--- src/timer16_defines.svh ---
// constants for the gated prescaled 16-bit timer
`ifndef TIMER16_DEFINES_SVH
`define TIMER16_DEFINES_SVH
`define OFS_COUNT 12'h000
`define OFS_PERIOD 12'h004
`define OFS_CONTROL 12'h008
`define OFS_IRQ 12'h00C
`define BIT_RUN 15
`define BIT_GATE 6
`define BIT_PS_HI 5
`define BIT_PS_LO 4
`define BIT_CLK_SRC 1
`define CTRL_MASK 16'h8072
`define IRQ_FLAG_BIT 0
`define IRQ_EN_BIT 1
`define IRQ_PRI_HI 4
`define IRQ_PRI_LO 2
`define PS_DIV1 2'h0
`define PS_DIV8 2'h1
`define PS_DIV64 2'h2
`define PS_DIV256 2'h3
`define PS_MAX8 8'h07
`define PS_MAX64 8'h3F
`define PS_MAX256 8'hFF
`define ADDR_LSB 2
`endif

--- src/timer16_pkg.sv ---
// types for the gated prescaled 16-bit timer
package timer16_pkg;
   typedef logic [15:0] word_t;
endpackage : timer16_pkg

--- src/gated_prescaled_timer16.sv ---
// gated prescaled 16-bit timer with an apb register slave
// Overview of operation
// - gated mode counts ticks while gate high
// - gate falling edge sets flag, two cycles after the synced fall
// - gate fall holds count, resumes later
// - gated mode: period match never sets flag
// - prescale divides by 1, 8, 64, 256
// - prescaler cleared on count write, stop, reset
// - control write leaves count unchanged
// - otherwise flag set on period match
// - flag sticky until software clears it
// - request needs flag, enable, nonzero priority
// - zero period gives no match interrupts
// - byte or word writes accepted
// - external clock prescaled before synchronising
// - prescale codes 00,01,10,11 map to dividers
// - source bit one selects external pin
// - run bit starts and stops counting
// - count write suppresses that cycle's increment
//
// Our own choices: the APB slave port and the register offsets.
`include "timer16_defines.svh"
`timescale 1ns/100ps
`default_nettype none
module gated_prescaled_timer16
(
   input wire logic clk_in, // 200 MHz clock
   input wire logic rst_n_in, // async active-low reset
   input wire logic psel_in, // apb select
   input wire logic penable_in, // apb enable
   input wire logic pwrite_in, // apb write
   input wire logic [11:0] paddr_in, // apb byte address
   input wire logic [31:0] pwdata_in, // apb write data
   input wire logic [3:0] pstrb_in, // apb byte strobes
   output logic [31:0] prdata_out, // apb read data
   output logic pready_out, // apb ready
   output logic pslverr_out, // apb error
   input wire logic ext_clock_gate_pin_in, // ext clock or gate pin
   output var timer16_pkg::word_t count_out, // current count
   output logic irq_out // interrupt request
);
   import timer16_pkg::*;

   // reset release through two flops
   logic rst_meta_r, rst_n_r;
   always_ff @(posedge clk_in or negedge rst_n_in)
   begin
      if (!rst_n_in) {rst_n_r, rst_meta_r} <= 2'h0;
      else {rst_n_r, rst_meta_r} <= {rst_meta_r, 1'h1};
   end

   word_t count_register_r, period_register_r, control_register_r;
   logic irq_flag_r, irq_enable_r;
   logic [2:0] irq_priority_r;
   logic [7:0] ps_cnt_r;
   logic pin_meta_r, pin_sync_r, pin_prev_r;
   logic ext_div_r, ext_meta_r, ext_sync_r, ext_prev_r;
   logic gate_fall_r;

   // apb decode, zero-wait answer
   wire acc = psel_in && penable_in;
   wire wr = acc && pwrite_in;
   wire hit_cnt = (paddr_in == `OFS_COUNT);
   wire hit_per = (paddr_in == `OFS_PERIOD);
   wire hit_ctl = (paddr_in == `OFS_CONTROL);
   wire hit_irq = (paddr_in == `OFS_IRQ);
   wire mapped = hit_cnt | hit_per | hit_ctl | hit_irq;
   wire [1:0] lo_ok = {pstrb_in[1], pstrb_in[0]};
   assign pready_out = 1'h1;
   assign pslverr_out = acc && (!mapped || (pstrb_in[3:2] != 2'h0));
   wire wr_ok = wr && !pslverr_out;
   wire wr_cnt = wr_ok && hit_cnt && (lo_ok != 2'h0);
   wire wr_per = wr_ok && hit_per;
   wire wr_ctl = wr_ok && hit_ctl;
   wire wr_irq = wr_ok && hit_irq && pstrb_in[0];

   // byte-lane merge for 16-bit registers
   function automatic word_t merge(input word_t old, input logic [31:0] d,
                                   input logic [3:0] s);
      merge = {s[1] ? d[15:8] : old[15:8], s[0] ? d[7:0] : old[7:0]};
   endfunction : merge

   // control fields
   wire run_bit = control_register_r[`BIT_RUN];
   wire clock_source_select = control_register_r[`BIT_CLK_SRC];
   wire gate_accumulate_enable = control_register_r[`BIT_GATE]
      && !clock_source_select;
   wire [1:0] prescale_select =
      control_register_r[`BIT_PS_HI:`BIT_PS_LO];

   // prescale terminal count per code
   logic [7:0] ps_max;
   always_comb
   begin
      unique case (prescale_select)
         `PS_DIV1: ps_max = 8'h00;
         `PS_DIV8: ps_max = `PS_MAX8;
         `PS_DIV64: ps_max = `PS_MAX64;
         `PS_DIV256: ps_max = `PS_MAX256;
      endcase
   end

   // prescaler input: every clock, whichever source is selected
   wire ext_rise = ext_sync_r && !ext_prev_r;
   wire int_tick_src = 1'h1;
   wire ps_in = clock_source_select ? 1'h1 : int_tick_src;
   wire ps_clr = wr_cnt || !run_bit;
   wire ps_wrap = (ps_cnt_r == ps_max);
   wire int_tick = ps_in && ps_wrap && !clock_source_select;

   // prescaler counter for the internal clock
   always_ff @(posedge clk_in or negedge rst_n_r)
   begin
      if (!rst_n_r) ps_cnt_r <= 8'h00;
      else if (ps_clr || ps_wrap) ps_cnt_r <= 8'h00;
      else ps_cnt_r <= ps_cnt_r + 8'h01;
   end

   // external pin divided before synchronising
   logic [7:0] ext_cnt_r;
   logic pin_raw_prev_r;
   wire raw_rise = ext_clock_gate_pin_in && !pin_raw_prev_r;
   always_ff @(posedge clk_in or negedge rst_n_r)
   begin
      if (!rst_n_r)
      begin
         ext_cnt_r <= 8'h00;
         ext_div_r <= 1'h0;
         pin_raw_prev_r <= 1'h0;
      end
      else
      begin
         pin_raw_prev_r <= ext_clock_gate_pin_in;
         if (ps_clr) ext_cnt_r <= 8'h00;
         else if (raw_rise)
         begin
            ext_cnt_r <= (ext_cnt_r == ps_max) ? 8'h00 : ext_cnt_r + 8'h01;
            if (ext_cnt_r == ps_max) ext_div_r <= !ext_div_r;
         end
      end
   end

   // synchronisers for divided clock and gate
   always_ff @(posedge clk_in or negedge rst_n_r)
   begin
      if (!rst_n_r)
      begin
         {ext_prev_r, ext_sync_r, ext_meta_r} <= 3'h0;
         {pin_prev_r, pin_sync_r, pin_meta_r} <= 3'h0;
      end
      else
      begin
         {ext_prev_r, ext_sync_r, ext_meta_r} <=
            {ext_sync_r, ext_meta_r, ext_div_r};
         {pin_prev_r, pin_sync_r, pin_meta_r} <=
            {pin_sync_r, pin_meta_r, ext_clock_gate_pin_in};
      end
   end

   // toggled divider: each toggle is one divided period
   wire ext_tick = clock_source_select && (ext_sync_r != ext_prev_r);
   wire gate_fall = pin_prev_r && !pin_sync_r;
   wire gate_open = !gate_accumulate_enable || pin_sync_r;
   wire tick = run_bit && (int_tick || ext_tick) && gate_open;
   wire match = (count_register_r == period_register_r);
   wire match_tick = tick && match;
   wire per_zero = (period_register_r == 16'h0000);

   // count: write wins over increment, match restarts at zero
   word_t count_nxt;
   always_comb
   begin
      if (wr_cnt) count_nxt = merge(count_register_r, pwdata_in,
                                    pstrb_in);
      else if (match_tick) count_nxt = 16'h0000;
      else if (tick) count_nxt = count_register_r + 16'h0001;
      else count_nxt = count_register_r;
   end

   // flag events; set beats clear
   wire set_match = match_tick && !gate_accumulate_enable && !per_zero;
   wire set_gate = gate_accumulate_enable && run_bit && gate_fall_r;
   wire flag_set = set_match || set_gate;
   wire flag_clr = wr_irq && !pwdata_in[`IRQ_FLAG_BIT];

   // register file
   always_ff @(posedge clk_in or negedge rst_n_r)
   begin
      if (!rst_n_r)
      begin
         count_register_r <= 16'h0000;
         period_register_r <= 16'hFFFF;
         control_register_r <= 16'h0000;
         irq_flag_r <= 1'h0;
         irq_enable_r <= 1'h0;
         irq_priority_r <= 3'h0;
         gate_fall_r <= 1'h0;
      end
      else
      begin
         count_register_r <= count_nxt;
         gate_fall_r <= gate_fall;
         if (wr_per) period_register_r <= merge(period_register_r,
                                                pwdata_in, pstrb_in);
         if (wr_ctl) control_register_r <= merge(control_register_r,
            pwdata_in, pstrb_in) & `CTRL_MASK;
         if (flag_set) irq_flag_r <= 1'h1;
         else if (flag_clr) irq_flag_r <= 1'h0;
         if (wr_irq)
         begin
            irq_enable_r <= pwdata_in[`IRQ_EN_BIT];
            irq_priority_r <= pwdata_in[`IRQ_PRI_HI:`IRQ_PRI_LO];
         end
      end
   end

   // read data, word reads only
   wire byte_rd = acc && !pwrite_in && (pstrb_in != 4'h0) &&
      (pstrb_in[1:0] != 2'h3);
   word_t ctl_view, irq_view, rd_word;
   assign ctl_view = {control_register_r[15:7],
      gate_accumulate_enable, control_register_r[5:0]};
   assign irq_view = {11'h000, irq_priority_r, irq_enable_r, irq_flag_r};
   assign rd_word = hit_cnt ? count_register_r :
      hit_per ? period_register_r :
      hit_ctl ? ctl_view : hit_irq ? irq_view : 16'h0000;
   assign prdata_out = byte_rd ? 32'h0 : {16'h0000, rd_word};
   assign count_out = count_register_r;
   assign irq_out = irq_flag_r && irq_enable_r &&
      (irq_priority_r != 3'h0);

   // checks
   gate_flag_a: assert property (@(posedge clk_in) disable iff (!rst_n_r)
      (gate_fall && gate_accumulate_enable && run_bit) |-> ##2 irq_flag_r)
      else $error("gate fall did not set flag");
   no_gate_cnt_a: assert property (@(posedge clk_in) disable iff (!rst_n_r)
      (gate_accumulate_enable && !pin_sync_r && !wr_cnt) |=>
      $stable(count_register_r))
      else $error("count moved with gate low");
   sticky_flag_a: assert property (@(posedge clk_in) disable iff (!rst_n_r)
      (irq_flag_r && !flag_clr) |=> irq_flag_r)
      else $error("flag cleared by itself");
   irq_gate_a: assert property (@(posedge clk_in) disable iff (!rst_n_r)
      irq_out |-> (irq_priority_r != 3'h0) && irq_enable_r)
      else $error("irq without enable");
   ctl_keep_a: assert property (@(posedge clk_in) disable iff (!rst_n_r)
      (wr_ctl && !tick) |=> $stable(count_register_r))
      else $error("control write changed count");
   gated_match_a: assert property (@(posedge clk_in) disable iff (!rst_n_r)
      (match_tick && gate_accumulate_enable && !set_gate && !irq_flag_r)
      |=> !irq_flag_r)
      else $error("match set flag in gated mode");
   run_stop_a: assert property (@(posedge clk_in) disable iff (!rst_n_r)
      (!run_bit && !wr_cnt) |=> $stable(count_register_r))
      else $error("count moved while stopped");
   ps_clear_a: assert property (@(posedge clk_in) disable iff (!rst_n_r)
      ps_clr |=> (ps_cnt_r == 8'h00))
      else $error("prescaler not cleared");
   match_wrap_a: assert property (@(posedge clk_in) disable iff (!rst_n_r)
      (match_tick && !wr_cnt) |=> (count_register_r == 16'h0000))
      else $error("count did not restart");

   // checks on prescaler, bus side and flag sources
   ps_step_a: assert property (@(posedge clk_in) disable iff (!rst_n_r)
      (!ps_clr && !ps_wrap) |=> (ps_cnt_r == $past(ps_cnt_r) + 8'h01))
      else $error("prescaler did not step");
   cnt_load_a: assert property (@(posedge clk_in) disable iff (!rst_n_r)
      (wr_cnt && pstrb_in[1:0] == 2'h3) |=> (count_register_r == $past(pwdata_in[15:0])))
      else $error("count write not taken alone");
   byte_read_a: assert property (@(posedge clk_in) disable iff (!rst_n_r)
      (acc && !pwrite_in && pstrb_in == 4'h1) |-> (prdata_out == 32'h0))
      else $error("byte read returned data");
   zero_per_a: assert property (@(posedge clk_in) disable iff (!rst_n_r)
      (per_zero && !gate_accumulate_enable && !irq_flag_r) |=> !irq_flag_r)
      else $error("zero period set flag");
   match_flag_a: assert property (@(posedge clk_in) disable iff (!rst_n_r)
      (match_tick && !gate_accumulate_enable && !per_zero) |=> irq_flag_r)
      else $error("match did not set flag");
   gate_view_a: assert property (@(posedge clk_in) disable iff (!rst_n_r)
      (acc && !pwrite_in && hit_ctl && clock_source_select) |-> !prdata_out[`BIT_GATE])
      else $error("gate bit read with external source");
   ext_only_a: assert property (@(posedge clk_in) disable iff (!rst_n_r)
      (run_bit && clock_source_select && !ext_tick && !wr_cnt) |=> $stable(count_register_r))
      else $error("count moved without external tick");
   gate_step_a: assert property (@(posedge clk_in) disable iff (!rst_n_r)
      (gate_accumulate_enable && run_bit && pin_sync_r && int_tick && !match && !wr_cnt)
      |=> (count_register_r == $past(count_register_r) + 16'h0001))
      else $error("gated count did not step");
   irq_on_a: assert property (@(posedge clk_in) disable iff (!rst_n_r)
      (irq_flag_r && irq_enable_r && irq_priority_r != 3'h0) |-> irq_out)
      else $error("request missing");
   per_byte_a: assert property (@(posedge clk_in) disable iff (!rst_n_r)
      (wr_per && pstrb_in[1:0] == 2'h1) |=> $stable(period_register_r[15:8]))
      else $error("byte write touched high byte");
   ctl_load_a: assert property (@(posedge clk_in) disable iff (!rst_n_r)
      (wr_ctl && pstrb_in[1:0] == 2'h3) |=> (control_register_r == ($past(pwdata_in[15:0]) & `CTRL_MASK)))
      else $error("control write not taken");
   stop_tick_a: assert property (@(posedge clk_in) disable iff (!rst_n_r)
      !run_bit |-> !tick)
      else $error("tick while stopped");
   gate_idle_a: assert property (@(posedge clk_in) disable iff (!rst_n_r)
      (gate_accumulate_enable && !pin_sync_r) |-> !tick)
      else $error("tick with gate low");
endmodule : gated_prescaled_timer16
`default_nettype wire

--- config.mk ---
export PLATFORM = sky130hd
export DESIGN_NAME = gated_prescaled_timer16
export DESIGN_NICKNAME = d
export VERILOG_FILES = /design/src/timer16_pkg.sv /design/src/gated_prescaled_timer16.sv
export VERILOG_INCLUDE_DIRS = /design/src
export SDC_FILE = /design/constraint.sdc
export NUM_CORES = 1
export LEC_CHECK = 0
export BUFFER_PORTS_ARGS = -buffer_cell sky130_fd_sc_hd__buf_2
export CAP_MARGIN = 20
export CORE_MARGIN = 4
export CORE_UTILIZATION = 57
export DETAILED_ROUTE_END_ITERATION = 8
export PLACE_DENSITY = 0.85
export SLEW_MARGIN = 20
export SYNTH_ARGS = -nofsm -noshare
export SYNTH_HDL_FRONTEND = slang
export SYNTH_SLANG_ARGS = --single-unit
--- constraint.sdc ---
create_clock -name clk_in -period 7.4 [get_ports clk_in]
set_input_delay 2.22 -clock clk_in [delete_from_list [all_inputs] [get_ports clk_in]]
set_output_delay 2.22 -clock clk_in [all_outputs]
set_load 0.05 [all_outputs]
==> results of run 1 <==
[power groups by stage]
stage               logic [mW]  registers (mW)  clock network [mW]
CTS                     0.0557           0.374               0.287
detailed placement      0.0555           0.381                   0
global route            0.0604           0.374               0.303
global placement        0.0545           0.381                   0
floorplan               0.0384           0.386                   0
finish                  0.0558           0.374               0.283
[synth_stat cells, drive strengths merged (13+ instances only)]
master,number,share of area (%)
nand4,13,2.1
mux2,25,6.6
xnor2,21,4.3
nor2,53,4.7
dfstp,16,9.9
inv,22,1.9
a21oi,21,2.6
o21ai,20,2.4
nand2,26,2.3
nand3,21,2.7
buf,24,4.6
mux2i,14,3.3
dfrtp,52,31
[registers in the layout (all words and copies together) (netlist names)]
signal	count
control_register_r	5
gate_fall_r	1
rst_meta_r	1
ps_cnt_r	8
ext_prev_r	1
rst_n_r	1
irq_flag_r	1
pin_prev_r	1
ext_meta_r	1
period_register_r	16
pin_meta_r	1
irq_priority_r	3
ext_div_r	1
count_out	16
pin_sync_r	1
irq_enable_r	1
ext_sync_r	1
ext_cnt_r	8
[how the worst min path moves through the flow]
stage / slack [ns] / depth (start not counted) / to
after floorplan: 0.33 / 0 / ext_sync_r
after global placement: 0.34 / 0 / ext_sync_r
after detailed placement: 0.34 / 0 / ext_sync_r
after CTS: 0.36 / 0 / ext_sync_r
after global routing: 0.37 / 0 / rst_n_r
final: 0.35 / 0 / ext_sync_r
[worst max-delay path, delay by kind of cell]
kind | cells | cell delay, ns
AO/OA/AOI/OAI | 2 | 0.89
buffers and inverters | 2 | 0.48
AND/OR/NAND/NOR | 2 | 0.53
[cells by family after synthesis]
| family | after synthesis | share of synthesized area, % |
|---|---|---|
| other | 2 | 0.1766 |
| AOI/OAI and AO/OA | 87 | 15.77 |
| xor gates and xnor gates | 25 | 5.149 |
| and+or+nand+nor | 157 | 19.89 |
| buffers and inverters | 54 | 7.737 |
| adders and majority gates | 3 | 0.8827 |
| muxes | 39 | 9.915 |
| DFF | 68 | 40.48 |
[stage by stage]
step | setup slack [ns] | utilization (%)
2_1_floorplan | -0.2360 | -
3_3_place_gp | 1.009 | 62.79
3_5_place_dp | 1.006 | 62.79
4_1_cts | 0.9968 | 65.29
5_1_grt | 0.9545 | 65.38
6_report | 1.046 | 65.38
[per-layer routing]
| metal | vias up | share of wire, % | track usage (%) |
|---|---|---|---|
| met3 | 31 | 8.4 | 4.462 |
| li1 | 1671 | - | - |
| met1 | 1786 | 42 | 31.91 |
| met2 | 201 | 47 | 38.30 |
| met4 | 0 | 2.5 | 8.785 |
| met5 | - | 0 | 0 |
[area by class of cell]
cell class              count  area [um^2]  share of cell area [%]
repair buffers             72        362.8                   7.652
clock buffers              15        176.4                   3.720
clock inverters             1        5.005                  0.1055
multi-input cells         329         2268                   47.84
well taps                  99        123.9                   2.612
inverters                  22        82.58                   1.741
flip-flops and latches     68         1723                   36.33
==> results.txt, run 1 <==
----------------------------------------------------
[Cells and area]
  Most frequent cells in the layout ... sky130_fd_sc_hd__buf_2, sky130_fd_sc_hd__nor2_1, sky130_fd_sc_hd__dfrtp_1
  Final Non-Filler Cells ... 606
  Synth-to-layout area growth ... 11.50%
  Final layout net count ... 559
  Antenna Cells ... 0
  Number of fill cells ... 602
  Proportion of layout cells with a drive suffix above 1 ... 30.18%
  Most frequent standard cell in the layout excluding fill and tap cells ... sky130_fd_sc_hd__buf_2
  Final standard cell area without fillers ... 4742 um^2

[Floorplan]
  Std-Cell Rows ... 31
  Core outline area ... 7253 um^2
  Die Outline Area ... 8907 um^2
  Starting Density ... 58.63%
  Die Span Y ... 94.38 um
  Die X ... 94.38 um
  I/O Pins ... 105

[Hold path]
  Path type of the worst min-delay path ... reg -> reg
  Hold path startpoint ... ext_meta_r

[Power]
  Leak ... 2.105 nW
  Fraction of power consumed by combinational cells ... 7.8%
  Total power of the final layout ... 0.7133 mW
  Max rail drop VDD ... 0.09819 mV
  Sw frac ... 24.88%
  Pwr per Cell Area ... 150.4 nW/um^2
  Net switching power ... 0.1775 mW
  Pint ... 0.5359 mW
  Part of the total power dissipated in the clock network ... 39.7%
  Sequential power share ... 52.5%

[Clock network]
  Clock transition at the registers of the reported paths ... 0.07 ns
  H-tree Lvls ... 3
  CTS tree ... built
  Clock latency on the worst-skew pair ... 0.33 ns
  Number of buffers created by CTS ... 9
  Clock Sinks ... 68
  Post-CTS Hold Fix Bufs ... 0
  Clk buf depth ... 2
  Gates resized, CTS repair ... 0
  Cell at the root of the clock tree ... sky130_fd_sc_hd__clkbuf_8
  Number of post-CTS setup repair buffers ... 0

[Timing]
  Worst clock skew ... 0.007188 ns
  Min cycle time layout ... 6.354 ns
  Count of endpoints failing hold in the final timing report ... 0
  Unrepaired setup endpoints after global routing ... no
  Fin. max-slew vios ... 0
  Fraction of the cycle the final worst path needs ... 85.87%
  Max frequency ... 0.1574 GHz
  Total negative slack for setup checks ... 0 ns
  Worst slew margin relative to its limit ... 31.59%
  Measured slew at the worst slew-check pin ... 1.021 ns
  Hold Worst Slack ... 0.3524 ns
  Final setup violation count ... 0

[Setup path]
  Worst setup path endpoint ... prdata_out[15]
  CP Launch Point ... paddr_in[5]
  Critical path's slowest cell ... sky130_fd_sc_hd__a2111oi_0
  Cell mode on critical path ... sky130_fd_sc_hd__buf_2
  R2R Setup Slk ... 4.96 ns
  Cells traversed along the worst timing path ... buf_2 > nor4_4 > nand3_1 > a31o_2 > a2111oi_0 > buf_2
  WS Path Type ... in -> out
  Category of the worst setup path capture point ... primary output
  Critical-path maximum fanout ... 9
  Arrival time reported for the critical path endpoint ... 4.13 ns
  Type of origin of the critical path ... primary input
  Logic depth of the worst register-to-register path ... 6
  Maximum cell stage delay along the critical path ... 0.56 ns
  Req. time, crit path ... 5.18 ns
  Worst R2R End ... count_out[0]
  Reg-to-reg critical path startpoint ... count_out[1]

[GRT]
  Number of global-route vias before repair ... 3504
  Antenna violations before repair ... 0
  First-pass GRT wire length ... 16.71 mm
  Overall overflow remaining after global route ... 0
  Global routing usage summed across all routing layers ... 23.73%
  Pin count of the biggest net entering global routing ... 67

[Routing]
  Residual antenna-violating net count after detailed routing ... 0
  Routed length per placed instance ... 17.27 um
  Starting DRT DRC Count ... 271
  Vias per cell ... 6.087
  Detailed-routing iteration count for the pre-antenna-repair pass ... 5
  Number of design rule violations left after detail routing ... 0
  Via count ... 3689
  Routed Wire Length ... 10.47 mm

[Yosys]
  Share of synthesized area occupied by flip-flops and latches ... 40.48%
  Yosys synthesis warning count ... 0
  Flip-flop and latch count after synthesis ... 68
  Avg Synthesized Cell Area ... 9.777 um^2
  Cell count after synthesis ... 435
  Cell area after synthesis ... 4253 um^2
  Main synth FF type ... sky130_fd_sc_hd__dfrtp_1
  Async set-or-reset flop fraction in the synthesized netlist ... 100.0%
  EDFF count, synth ... 0
  Post-synth cell types ... 63

[Placed design]
  Area after detailed placement ... 4554 um^2
  Count of input and output buffers ... 71
  Gp weighted congestion ... 0.8980
  DP HPWL ... 7.571 mm
  Placed Cells ... 590

[Status]
  Run status ... complete, no violations

[Flow run]
  Number of violations of the max-capacitance limit ... 0

----------------------------------------------------
Note: power is estimated with default switching activity, not from simulation.
==> run 2: changes to the inputs <==
ABC_AREA = 1   (was unset)
GPL_TIMING_DRIVEN = 0   (was unset)
PLACE_DENSITY = 0.84   (was 0.85)
==> run 2 against run 1 <==
  * Sequential share of layout area shrank 3.8 points
  * Final cell count grew 39%
  * Area after synthesis grew 6.1%
  * Global-route usage grew 1.8 points
  * Highest routed layer unchanged
  * Critical endpoint is now prdata_out[11]
  * Synthesized cell count grew 47%
  * Routed wire length grew 13%
  * Clock-buffer cell count shrank 3
  * Combinational power grew 16%
  * Fmax grew 3.1%
==> results.txt, run 2 <==
----------------------------------------------------
[Hold path]
  Path type of the worst min-delay path ... reg -> async (was reg -> reg)

[GRT]
  Antenna violations before repair ... 0 (unchanged)
  Global routing usage summed across all routing layers ... 25.51% (was 23.73%)
  Pin count of the biggest net entering global routing ... 51 (was 67)
  Overall overflow remaining after global route ... 0 (unchanged)
  Number of global-route vias before repair ... 4298 (was 3504)
  First-pass GRT wire length ... 19.70 mm (was 16.71 mm)

[Routing]
  Residual antenna-violating net count after detailed routing ... 0 (unchanged)
  Detailed-routing iteration count for the pre-antenna-repair pass ... 5 (unchanged)
  Via count ... 4535 (was 3689)
  Routed Wire Length ... 11.81 mm (was 10.47 mm)
  Routed length per placed instance ... 14.00 um (was 17.27 um)
  Vias per cell ... 5.373 (was 6.087)
  Number of design rule violations left after detail routing ... 0 (unchanged)
  Starting DRT DRC Count ... 274 (was 271)

[Clock network]
  Number of post-CTS setup repair buffers ... 0 (unchanged)
  Cell at the root of the clock tree ... sky130_fd_sc_hd__clkbuf_8 (unchanged)
  Clock latency on the worst-skew pair ... 0.34 ns (was 0.33 ns)
  Gates resized, CTS repair ... 0 (unchanged)
  CTS tree ... built (unchanged)
  H-tree Lvls ... 3 (unchanged)
  Clk buf depth ... 2 (unchanged)
  Post-CTS Hold Fix Bufs ... 0 (unchanged)
  Clock transition at the registers of the reported paths ... 0.08 ns (was 0.07 ns)
  Number of buffers created by CTS ... 9 (unchanged)
  Clock Sinks ... 68 (unchanged)

[Yosys]
  Compound-Gate Fraction of Synth Area ... 8.426% (was 15.77%)
  Most common cell in the synthesized netlist ... sky130_fd_sc_hd__nand2_1
  Combinational family with the most area after synthesis ... simple AND/OR/NAND/NOR gates (unchanged)
  Async set-or-reset flop fraction in the synthesized netlist ... 100.0% (unchanged)
  Post-synthesis share of cell area spent on xor and xnor gates ... 6.596% (was 5.149%)
  Avg Synthesized Cell Area ... 7.076 um^2 (was 9.777 um^2)
  EDFF count, synth ... 0 (unchanged)
  Yosys synthesis warning count ... 0 (unchanged)
  Commonest cells post-synth ... sky130_fd_sc_hd__nand2_1, sky130_fd_sc_hd__inv_1, sky130_fd_sc_hd__dfrtp_1, sky130_fd_sc_hd__nand3_1, sky130_fd_sc_hd__nor2_1 (was sky130_fd_sc_hd__dfrtp_1, sky130_fd_sc_hd__nor2_1, sky130_fd_sc_hd__nand2_1, sky130_fd_sc_hd__mux2_2, sky130_fd_sc_hd__inv_1)
  Adder-cell area share of the yosys netlist ... 0.8315% (was 0.8826%)
  Cell count after synthesis ... 638 (was 435)
  Share of synthesized area occupied by flip-flops and latches ... 38.14% (was 40.48%)
  Fraction of the mapped netlist area in simple logic gates ... 34.37% (was 19.89%)
  Main synth FF type ... sky130_fd_sc_hd__dfrtp_1 (unchanged)
  Post-synth cell types ... 40 (was 63)
  Multiplexer fraction of the synthesized cell area ... 0% (was 9.915%)
  Post-synth top area share ... 28.82% (was 30.60%)
  Flip-flop and latch count after synthesis ... 68 (unchanged)
  Cell type with the highest aggregate area in the netlist ... sky130_fd_sc_hd__dfrtp_1 (unchanged)
  Biggest area contributors in the synthesized netlist ... sky130_fd_sc_hd__dfrtp_1, sky130_fd_sc_hd__nand2_1, sky130_fd_sc_hd__dfstp_2, sky130_fd_sc_hd__inv_1, sky130_fd_sc_hd__nand3_1 (was sky130_fd_sc_hd__dfrtp_1, sky130_fd_sc_hd__dfstp_2, sky130_fd_sc_hd__mux2_2, sky130_fd_sc_hd__nor2_1, sky130_fd_sc_hd__xnor2_1)
  Cell area after synthesis ... 4514 um^2 (was 4253 um^2)

[Placed design]
  Placed Cells ... 828 (was 590)
  DP HPWL ... 8.933 mm (was 7.571 mm)
  Post-place setup slack ... 1.253 ns (was 1.006 ns)
  Count of input and output buffers ... 71 (unchanged)
  Gp weighted congestion ... 0.9275 (was 0.8980)

[Cells and area]
  Most frequent cells in the layout ... sky130_fd_sc_hd__nand2_1, sky130_fd_sc_hd__buf_2, sky130_fd_sc_hd__inv_1 (was sky130_fd_sc_hd__buf_2, sky130_fd_sc_hd__nor2_1, sky130_fd_sc_hd__dfrtp_1)
  Final Non-Filler Cells ... 844 (was 606)
  Final layout net count ... 794 (was 559)
  Synth-to-layout area growth ... 17.57% (was 11.50%)
  Proportion of layout cells with a drive suffix above 1 ... 21.43% (was 30.18%)
  Number of fill cells ... 666 (was 602)
  Most frequent standard cell in the layout excluding fill and tap cells ... sky130_fd_sc_hd__nand2_1 (was sky130_fd_sc_hd__buf_2)
  Antenna Cells ... 0 (unchanged)

[Timing]
  Worst Slack Setup Final ... 1.235 ns (was 1.046 ns)
  Max frequency ... 0.1622 GHz (was 0.1574 GHz)
  Measured slew at the worst slew-check pin ... 0.5259 ns (was 1.021 ns)
  Worst slew margin relative to its limit ... 64.81% (was 31.59%)
  Worst clock skew ... 0.01214 ns (was 0.007188 ns)
  Fin. max-slew vios ... 0 (unchanged)
  Min cycle time layout ... 6.165 ns (was 6.354 ns)
  Fraction of the cycle the final worst path needs ... 83.31% (was 85.87%)
  Count of endpoints failing hold in the final timing report ... 0 (unchanged)
  Total negative slack for setup checks ... 0 ns (unchanged)
  Final setup violation count ... 0 (unchanged)
  Unrepaired setup endpoints after global routing ... no (unchanged)

[Floorplan]
  Die X ... 97.00 um (was 94.38 um)
  Starting Density ... 58.42% (was 58.63%)
  Std-Cell Rows ... 32 (was 31)
  Die Span Y ... 97.00 um (was 94.38 um)
  I/O Pins ... 105 (unchanged)
  Die Outline Area ... 9408 um^2 (was 8907 um^2)
  Core outline area ... 7727 um^2 (was 7253 um^2)

[Setup path]
  Req. time, crit path ... 5.18 ns (about the same)
  Type of origin of the critical path ... primary input (unchanged)
  Cells traversed along the worst timing path ... buf_2 > or2_4 > nor2_1 > and2_1 > nand2_1 > nor2_4 > buf_2 > nand2_1 > a21oi_1 > buf_2 (was buf_2 > nor4_4 > nand3_1 > a31o_2 > a2111oi_0 > buf_2)
  Buffers and inverters on the worst path ... 3 (was 2)
  Arrival time reported for the critical path endpoint ... 3.95 ns (was 4.13 ns)
  Critical-path maximum fanout ... 10 (was 9)
  Maximum cell stage delay along the critical path ... 0.28 ns (was 0.56 ns)
  Cell mode on critical path ... sky130_fd_sc_hd__buf_2 (unchanged)
  Category of the worst setup path capture point ... primary output (unchanged)
  WS Path Type ... in -> out (unchanged)
  R2R Setup Slk ... 5.29 ns (was 4.96 ns)
  Kind of cell adding the most delay to the critical path ... simple AND/OR/NAND/NOR gates (was compound AO/OA/AOI/OAI gates)
  Critical path's slowest cell ... sky130_fd_sc_hd__buf_2 (was sky130_fd_sc_hd__a2111oi_0)

[Power]
  Leak ... 2.870 nW (was 2.105 nW)
  Max rail drop VDD ... 0.1120 mV (was 0.09819 mV)
  Pwr per Cell Area ... 148.6 nW/um^2 (was 150.4 nW/um^2)

[Flow run]
  Number of violations of the max-capacitance limit ... 0 (unchanged)

[Status]
  Run status ... complete, no violations (unchanged)

----------------------------------------------------
-- run 2: cell types whose count changed after synthesis, moves of 7 or more --
cell                      change
sky130_fd_sc_hd__nand2_2      +7
sky130_fd_sc_hd__inv_1       +48
sky130_fd_sc_hd__buf_2        +9
sky130_fd_sc_hd__and3_1       -9
sky130_fd_sc_hd__a32oi_1      -9
sky130_fd_sc_hd__nand2_1    +174
sky130_fd_sc_hd__o21ai_0     +30
sky130_fd_sc_hd__nand3_1     +31
sky130_fd_sc_hd__mux2_2      -25
sky130_fd_sc_hd__mux2i_1     -14
sky130_fd_sc_hd__xor2_1      +10
-- run 2: area by class of cell --
| type | count | area (um^2) | area share (%) |
|---|---|---|---|
| plain buffers | 37 | 241.5 | 4.550 |
| clock buffers | 12 | 145.1 | 2.735 |
| clock inverters | 4 | 73.82 | 1.391 |
| inverters | 73 | 276.5 | 5.210 |
| multi-input cells | 476 | 2335 | 43.99 |
| flip-flops and latches | 68 | 1725 | 32.51 |
| well taps | 102 | 127.6 | 2.405 |
| repair buffers | 72 | 382.9 | 7.214 |
-- run 2: path summary, 6_finish.rpt --
path,start,to,cells past startpoint
max,paddr_in[1],prdata_out[11],10
min,rst_n_r,count_out[6],0
max reg2reg,control_register_r[5],count_out[8],13
min reg2reg,rst_n_r,count_out[6],0
max in group asynchronous,rst_n_in,rst_n_r,1
min in group clk_in,ext_meta_r,ext_sync_r,0
-- run 2: stage by stage --
| stage | utilization (%) | cell area (um^2) | total power, mW | hold WS [ns] |
|---|---|---|---|---|
| after floorplan | - | 4574 | 0.4328 | 0.3312 |
| after global placement | 65.45 | 5057 | 0.4501 | 0.3324 |
| after detailed placement | 65.85 | 5089 | 0.4539 | 0.2025 |
| after CTS | 68.69 | 5308 | 0.7943 | 0.2010 |
| after global routing | 68.69 | 5308 | 0.8164 | 0.2115 |
| final | 68.69 | 5308 | 0.7889 | 0.1831 |
-- run 2: cells by family (layout without fill, tap and decap cells) --
logic type / count (synthesis) / after routing
other cells: 2 / 18
buf+inv: 110 / 198
compound gates: 71 / 71
xor+xnor: 34 / 34
flops: 68 / 68
fa+ha+maj: 3 / 3
simple gates: 350 / 350
-- run 2: per-layer routing --
layer,global-route usage (%),part of all wire (%)
met3,5.552,6.9
met5,0,0
met1,29.23,38
met2,45.12,50
met4,11.88,4.5
-- run 2: power breakdown --
| group | internal (mW) | switching [mW] |
|---|---|---|
| clock network | 0.199 | 0.142 |
| registers | 0.378 | 0.00461 |
| logic | 0.0202 | 0.0444 |
| total | 0.598 | 0.191 |
